### src/gafm_pkg.sv
// Purpose: Shared constants and types for the pin alternate function multiplexer
// Assumes: 32-bit Avalon-MM register access, byte addresses
// Notes:   Offsets are byte addresses of aligned words
`default_nettype none

package gafm_pkg;

  // ----------------------------------------------------------------
  // Sizes
  // ----------------------------------------------------------------
  localparam int NUM_PINS   = 54;
  localparam int NUM_LOW    = 32;
  localparam int NUM_HIGH   = 22;
  localparam int ADDR_W     = 12;
  localparam int SEL_W      = 2;

  // ----------------------------------------------------------------
  // Register offsets
  // ----------------------------------------------------------------
  localparam logic [ADDR_W-1:0] OFS_ENABLE_LOW  = 12'hA90;
  localparam logic [ADDR_W-1:0] OFS_ENABLE_HIGH = 12'hA94;
  localparam logic [ADDR_W-1:0] OFS_CHOICE_LOW  = 12'hA98;

  // ----------------------------------------------------------------
  // Field layout and reset values
  // ----------------------------------------------------------------
  localparam int PIN8           = 8;
  localparam int PIN8_SEL_POS   = 16;
  localparam int NUM_LOW_SEL    = 6;
  localparam logic [31:0] RST_ENABLE_LOW  = 32'h0000_0000;
  localparam logic [21:0] RST_ENABLE_HIGH = 22'h00_0000;
  localparam logic [1:0]  RST_CHOICE      = 2'h0;
  localparam logic [31:0] UNMAPPED_READ   = 32'h0000_0000;

  // Alternate function codes
  typedef enum logic [1:0] {
    ALT_ZERO  = 2'h0,
    ALT_ONE   = 2'h1,
    ALT_TWO   = 2'h2,
    ALT_THREE = 2'h3
  } gafm_alt_type;

  // Avalon-MM request bundle
  typedef struct packed {
    logic [ADDR_W-1:0] address;
    logic              read;
    logic              write;
    logic [3:0]        byteenable;
    logic [31:0]       writedata;
  } gafm_avreq_type;

endpackage

`default_nettype wire

### src/gafm_mux.sv
// Purpose: Per-pin routing between general purpose path and four alternate functions
// Assumes: Avalon-MM slave with waitrequest, one word per register
// Notes:   Pins without a choice field route alternate function zero whenever enabled
//
// Overview of operation
// - An enabled pin is driven by its currently chosen alternate function.
// - A disabled pin follows the general purpose path whatever its choice.
// - Low enable register bit x controls pin x for pins 0 to 31.
// - High enable register bits 21:0 control pins 32 to 53; bits 31:22 read zero.
// - Each choice field is two bits, codes 0 to 3 picking functions zero to three.
// - A choice matters only while the pin's enable bit is set.
// - Choices for pins 0-5 sit at bits 11:0, pin 8 at 17:16, the rest read zero.
//
// Our own choice: the Avalon-MM slave port.
`default_nettype none

module gafm_mux
  import gafm_pkg::*;
(
  input  wire logic                  clk_sys,
  input  wire logic                  rst,
  input  wire gafm_avreq_type        avReq,
  output logic                       avWaitrequest,
  output logic [31:0]                avReaddata,
  input  wire logic [NUM_PINS-1:0]   gpOut,
  input  wire logic [NUM_PINS-1:0]   gpOe,
  input  wire logic [NUM_PINS-1:0]   altOut0,
  input  wire logic [NUM_PINS-1:0]   altOut1,
  input  wire logic [NUM_PINS-1:0]   altOut2,
  input  wire logic [NUM_PINS-1:0]   altOut3,
  input  wire logic [NUM_PINS-1:0]   altOe0,
  input  wire logic [NUM_PINS-1:0]   altOe1,
  input  wire logic [NUM_PINS-1:0]   altOe2,
  input  wire logic [NUM_PINS-1:0]   altOe3,
  output logic [NUM_PINS-1:0]        pinOut,
  output logic [NUM_PINS-1:0]        pinOe,
  output logic [NUM_PINS-1:0]        pinAltActive
);

  // ----------------------------------------------------------------
  // Register storage
  // ----------------------------------------------------------------
  logic [31:0]          enableLow;
  logic [21:0]          enableHigh;
  logic [SEL_W-1:0]     choice [NUM_LOW_SEL+1];
  logic                 answered;

  // ----------------------------------------------------------------
  // Bus decode
  // ----------------------------------------------------------------
  wire logic        hitEnLow  = (avReq.address == OFS_ENABLE_LOW);
  wire logic        hitEnHigh = (avReq.address == OFS_ENABLE_HIGH);
  wire logic        hitChoice = (avReq.address == OFS_CHOICE_LOW);
  wire logic        request   = avReq.read | avReq.write;
  // One wait cycle, then the access completes; writes land on that edge
  wire logic        accept    = request & answered;
  // A write lands only at the completing edge, the one at which the master sees waitrequest low,
  // so a request still stalled in its wait cycle can never disturb the registers
  wire logic        doWrite   = avReq.write & answered;
  wire logic [31:0] beMask    = {{8{avReq.byteenable[3]}}, {8{avReq.byteenable[2]}},
                                 {8{avReq.byteenable[1]}}, {8{avReq.byteenable[0]}}};
  wire logic [31:0] choiceWord;
  wire logic [31:0] next_enableLow  = (enableLow & ~beMask) | (avReq.writedata & beMask);
  wire logic [31:0] highWide        = {10'h000, enableHigh};
  wire logic [31:0] next_highWide   = (highWide & ~beMask) | (avReq.writedata & beMask);
  wire logic [31:0] next_choiceWord = (choiceWord & ~beMask) | (avReq.writedata & beMask);

  // Choice word layout; reserved bits tie to zero
  assign choiceWord = {14'h0000, choice[NUM_LOW_SEL], 4'h0,
                       choice[5], choice[4], choice[3], choice[2], choice[1], choice[0]};

  wire logic [31:0] readMux = hitEnLow  ? enableLow :
                              hitEnHigh ? highWide  :
                              hitChoice ? choiceWord : UNMAPPED_READ;

  // Handshake: waitrequest stays high while idle, falls for one cycle per access
  // Fixed two-edge answer; a request still held after completion is answered again two edges later
  always_ff @(posedge clk_sys) begin
    if (rst || accept) begin
      answered <= 1'b0;
    end else begin
      answered <= request;
    end
  end

  // Read data registered while waiting, so it stands at the completing edge
  always_ff @(posedge clk_sys) begin
    if (rst) begin
      avReaddata <= UNMAPPED_READ;
    end else if (avReq.read) begin
      avReaddata <= readMux;
    end
  end

  // Waitrequest from a flop: low only in the completing cycle
  always_ff @(posedge clk_sys) begin
    if (rst || accept) begin
      avWaitrequest <= 1'b1;
    end else begin
      avWaitrequest <= ~request;
    end
  end

  // Enable registers
  always_ff @(posedge clk_sys) begin
    if (rst) begin
      enableLow  <= RST_ENABLE_LOW;
      enableHigh <= RST_ENABLE_HIGH;
    end else if (doWrite && hitEnLow) begin
      enableLow  <= next_enableLow;
    end else if (doWrite && hitEnHigh) begin
      enableHigh <= next_highWide[NUM_HIGH-1:0];
    end
  end

  // ----------------------------------------------------------------
  // Choice fields and per-pin routing
  // ----------------------------------------------------------------
  wire logic [NUM_PINS-1:0] enableAll = {enableHigh, enableLow};

  // Pins 6, 7 and 9 to 53 own no choice field; their alternate path is fixed to function zero,
  // which keeps the choice storage down to seven two-bit fields
  genvar p;
  generate
    for (p = 0; p < NUM_PINS; p++) begin : g_pin
      localparam int FIELD = (p < NUM_LOW_SEL) ? p : NUM_LOW_SEL;
      localparam int POS   = (p < NUM_LOW_SEL) ? 2 * p : PIN8_SEL_POS;
      localparam bit HAS   = (p < NUM_LOW_SEL) || (p == PIN8);
      wire gafm_alt_type sel;
      wire logic         altO;
      wire logic         altE;
      if (HAS) begin : g_field
        // Choice storage for pins that own a field
        always_ff @(posedge clk_sys) begin
          if (rst) begin
            choice[FIELD] <= RST_CHOICE;
          end else if (doWrite && hitChoice) begin
            choice[FIELD] <= next_choiceWord[POS+:SEL_W];
          end
        end
        assign sel = gafm_alt_type'(choice[FIELD]);
      end else begin : g_nofield
        assign sel = ALT_ZERO;
      end
      assign altO = (sel == ALT_THREE) ? altOut3[p] : (sel == ALT_TWO) ? altOut2[p] :
                    (sel == ALT_ONE)   ? altOut1[p] : altOut0[p];
      assign altE = (sel == ALT_THREE) ? altOe3[p]  : (sel == ALT_TWO) ? altOe2[p]  :
                    (sel == ALT_ONE)   ? altOe1[p]  : altOe0[p];
      // Registered pin drive; costs one cycle of latency but keeps outputs glitch free
      always_ff @(posedge clk_sys) begin
        if (rst) begin
          pinOut[p]       <= 1'b0;
          pinOe[p]        <= 1'b0;
          pinAltActive[p] <= 1'b0;
        end else begin
          pinOut[p]       <= enableAll[p] ? altO : gpOut[p];
          pinOe[p]        <= enableAll[p] ? altE : gpOe[p];
          pinAltActive[p] <= enableAll[p];
        end
      end
    end
  endgenerate
endmodule

`default_nettype wire

### config.mk
export PLATFORM = sky130hd
export DESIGN_NAME = gafm_mux
export DESIGN_NICKNAME = d
export VERILOG_FILES = /design/src/gafm_pkg.sv /design/src/gafm_mux.sv
export SDC_FILE = /design/constraint.sdc
export NUM_CORES = 1
export LEC_CHECK = 0
export BUFFER_PORTS_ARGS = -buffer_cell sky130_fd_sc_hd__buf_2
export CORE_AREA = 2 2 307 309
export DETAILED_ROUTE_END_ITERATION = 12
export DIE_AREA = 0 0 309 311
export GPL_ROUTABILITY_DRIVEN = 0
export MAX_ROUTING_LAYER = met4
export SETUP_SLACK_MARGIN = 0.4
export SYNTH_ARGS = -nofsm -noshare
export SYNTH_HDL_FRONTEND = slang
export SYNTH_SLANG_ARGS = --single-unit
### constraint.sdc
create_clock -name clk_sys -period 2.7 [get_ports clk_sys]
set_input_delay 0.54 -clock clk_sys [delete_from_list [all_inputs] [get_ports clk_sys]]
set_output_delay 0.54 -clock clk_sys [all_outputs]
set_load 0.03 [all_outputs]
==> impl_metrics.xml <==
<?xml version="1.0" encoding="UTF-8"?>
<metrics>
  <group name="layout">
    <metric name="nFillCells" unit="">10504</metric>
    <metric name="final_core_area_utilization" unit="%">16.2</metric>
    <metric name="drive_gt1_share" unit="%">42.7</metric>
    <metric name="finalNonFillerCells" unit="">2718</metric>
    <metric name="finish.net_count" unit="">2013</metric>
    <metric name="synthToLayoutAreaGrowth" unit="%">54.3</metric>
    <metric name="most_common_cell_after_layout_fill_and_taps_aside" unit="">buf_2</metric>
    <metric name="multi_input_gate_area" unit="sq um">3960</metric>
    <metric name="sequential_cell_area" unit="sq um">5430</metric>
    <metric name="layout_common_cells" unit="">503 x buf_2, 250 x dfxtp_1, 161 x nor2_1</metric>
  </group>
  <group name="setup_path">
    <metric name="cpPeakStageDelay" unit="ns">0.61</metric>
    <metric name="critical_path.top_delay_family" unit="">simple AND/OR/NAND/NOR gates</metric>
    <metric name="crit_required" unit="ns">3.13</metric>
    <metric name="setup.worst_path.end_class" unit="">flip-flop</metric>
    <metric name="cp_cell_sequence" unit="">buf_2 -&gt; and4bb_1 -&gt; and4_1 -&gt; buf_4 -&gt; nand4_4 -&gt; mux2i_1</metric>
    <metric name="worst-endpoint-arrival" unit="ns">2.46</metric>
    <metric name="timing.critical_path.from" unit="">avReq[48]</metric>
    <metric name="timing.rr.start" unit="">answered</metric>
    <metric name="critPathLaunchType" unit="">input port</metric>
    <metric name="crit_slowest_cell" unit="">and4bb_1</metric>
    <metric name="timing.critical_path.buf_inv" unit="">2</metric>
    <metric name="class_of_the_most_critical_setup_path" unit="">input port to flip-flop</metric>
    <metric name="worst-path-max-fanout" unit="">10</metric>
  </group>
  <group name="synth">
    <metric name="postSynthNetCount" unit="">1492</metric>
    <metric name="ys_async_sr_fraction" unit="%">0</metric>
    <metric name="ys_ff_latch" unit="">264</metric>
    <metric name="synth.cell_area" unit="sq um">9760</metric>
    <metric name="synth_edf_count" unit="">14</metric>
    <metric name="average_instance_area_after_synthesis" unit="sq um">10.8</metric>
    <metric name="synthesis.instances" unit="">900</metric>
    <metric name="synth_ff_type" unit="">dfxtp_1</metric>
    <metric name="yosys_warnings" unit="">0</metric>
    <metric name="synth.yosys.seq_area_share" unit="%">55.6</metric>
    <metric name="yosysUniqueCellTypes" unit="">34</metric>
  </group>
  <group name="floorplan">
    <metric name="design.die.area" unit="sq um">96100</metric>
    <metric name="core_area" unit="sq um">92800</metric>
    <metric name="starting_utilization_of_the_core_area" unit="%">10.5</metric>
    <metric name="pin_count" unit="">787</metric>
    <metric name="placementRows" unit="">112</metric>
    <metric name="floorplan.die.width" unit="um">309</metric>
    <metric name="die_y" unit="um">311</metric>
  </group>
  <group name="clock_network">
    <metric name="insertion_delay" unit="ns">0.56</metric>
    <metric name="post_cts.resized_instances" unit="">0</metric>
    <metric name="cts_buffers" unit="">34</metric>
    <metric name="post_cts_setup_inserts" unit="">0</metric>
    <metric name="cts_hold_repair.buffers" unit="">0</metric>
    <metric name="cts.clk_slew.worst_paths" unit="ns">0.06</metric>
    <metric name="cts.sinks" unit="">264</metric>
    <metric name="clock_tree.root_cell" unit="">clkbuf_16</metric>
    <metric name="tritoncts" unit="">done</metric>
    <metric name="htree_levels" unit="">2</metric>
    <metric name="bufs_on_longest_clock_path" unit="">3</metric>
  </group>
  <group name="routing">
    <metric name="drtPass1Iterations" unit="">5</metric>
    <metric name="drc" unit="">0</metric>
    <metric name="detail_route.wl_per_cell" unit="um">18.4</metric>
    <metric name="initial_drc_count" unit="">350</metric>
    <metric name="route.antenna.remaining_nets" unit="">0</metric>
    <metric name="viasPerCell" unit="">3.22</metric>
    <metric name="routed_wirelength" unit="um">50000</metric>
    <metric name="via_count" unit="">8764</metric>
  </group>
  <group name="placed_design">
    <metric name="place.port_buffers" unit="">504</metric>
    <metric name="dp.cells" unit="">2639</metric>
    <metric name="hpwl_detailed" unit="um">40100</metric>
  </group>
  <group name="pwr">
    <metric name="overall_power" unit="W">0.00960</metric>
    <metric name="static-leakage-power" unit="nW">6.83</metric>
    <metric name="vdd_drop_max" unit="V">0.000418</metric>
    <metric name="power.density_cell_area" unit="nW/um^2">637</metric>
  </group>
  <group name="timing">
    <metric name="finalMaxSlewViolations" unit="">0</metric>
    <metric name="number_of_endpoints_failing_setup_at_the_final_stage" unit="">0</metric>
    <metric name="finalClockSkew" unit="ns">0.0209</metric>
    <metric name="grt_setup_unrepaired" unit="">false</metric>
    <metric name="min_period" unit="ns">2.02</metric>
    <metric name="hold_viol" unit="">0</metric>
    <metric name="worst_slew_margin_rel" unit="%">53.0</metric>
    <metric name="layout_worst_path_cycle_share" unit="%">74.9</metric>
    <metric name="max_freq" unit="MHz">495</metric>
    <metric name="timing_worst_slew_pin_value" unit="ns">0.704</metric>
    <metric name="timing.setup.tns" unit="ns">0</metric>
  </group>
  <group name="global_routing">
    <metric name="grt_antenna_before_repair" unit="">24</metric>
    <metric name="grt.overflow.total" unit="">0</metric>
    <metric name="grt.total_usage" unit="%">10.3</metric>
    <metric name="grt_pass1_wl" unit="um">65700</metric>
    <metric name="grt_start_max_net_pins" unit="">50</metric>
    <metric name="vias_in_the_first_global_route" unit="">8739</metric>
  </group>
  <group name="run">
    <metric name="maxCapViolations" unit="">0</metric>
  </group>
  <group name="hold_path">
    <metric name="launch_point_of_the_worst_hold_path" unit="">gpOe[38]</metric>
    <metric name="worst_hold_path_type" unit="">input port to flip-flop</metric>
  </group>
  <group name="outcome">
    <metric name="result_of_the_run" unit="">completed</metric>
  </group>
</metrics>
## final cells by class
class	count	share of cell area [%]
sequential	264	36.0
multi-input combinational	547	26.3
timing repair buffer	536	18.7
tap	1254	10.4
clock buffer	46	6.29
clock inverter	15	1.04
inverter	38	0.947
antenna	18	0.299
## power by group
group	switching (W)	total, W	internal, W	leakage [nW]
clock network	0.00192	0.00461	0.00269	0.542
logic	0.000552	0.000922	0.000370	4.09
registers	0.0000405	0.00407	0.00403	2.19
## synth_stat cells (all sizes together), types with 11 or more instances
cell type | number | area share (%)
edfxtp | 14 | 4.3
clkbuf | 35 | 1.3
inv | 38 | 1.5
nand2 | 21 | 0.86
nand3 | 15 | 0.77
buf | 16 | 1.1
dfxtp | 250 | 51
mux4 | 14 | 3.2
a21oi | 22 | 1.1
mux2i | 155 | 16
nor2 | 161 | 6.2
nor2b | 29 | 1.9
a221o | 11 | 1.1
a22oi | 21 | 1.6
nand2b | 50 | 3.2
## final timing paths
| check | end | slack [ns] | cells after the start |
|---|---|---|---|
| worst max-delay path | flip-flop | 0.68 | 6 |
| worst min-delay path | pinOe[38] | 0.22 | 3 |
| worst max register to register | flip-flop | 0.74 | 4 |
| worst min register to register | avReaddata[14] | 0.47 | 2 |
## metrics by stage
stage / hold WS [ns] / worst slack [ns] / cell area, sq um
3_3_place_gp: 0.466 / 0.0438 / 13900
3_5_place_dp: 0.471 / 0.0322 / 13900
2_1_floorplan: 0.490 / 0.645 / 9760
6_report: 0.217 / 0.678 / 15100
4_1_cts: 0.153 / 0.646 / 15000
5_1_grt: 0.195 / 0.577 / 15100
## cells by family (layout without fill, tap and decap cells)
family,Yosys count,after routing,synth area share (%)
AO/OA/AOI/OAI,68,68,4.99
AND/OR/NAND/NOR,305,305,15.6
multiplexers,174,174,19.9
other,0,18,0
buffers and inverters,89,635,3.92
flip-flops,264,264,55.6
## worst reg2reg max path: cells and delay by family (launching register included)
| family | cells | cell delay, ns |
|---|---|---|
| simple gates | 3 | 1.27 |
| flops | 1 | 0.32 |
| mux | 1 | 0.23 |
## routing by layer
metal / vias up / part of all wire (%) / global-route usage [%]
met5: - / 0 / -
met4: 0 / 4.1 / 4.58
met3: 99 / 9.4 / 3.88
met2: 511 / 44 / 15.9
met1: 4004 / 42 / 11.7
li1: 4150 / - / -
Power figures use the tool's default switching activity.
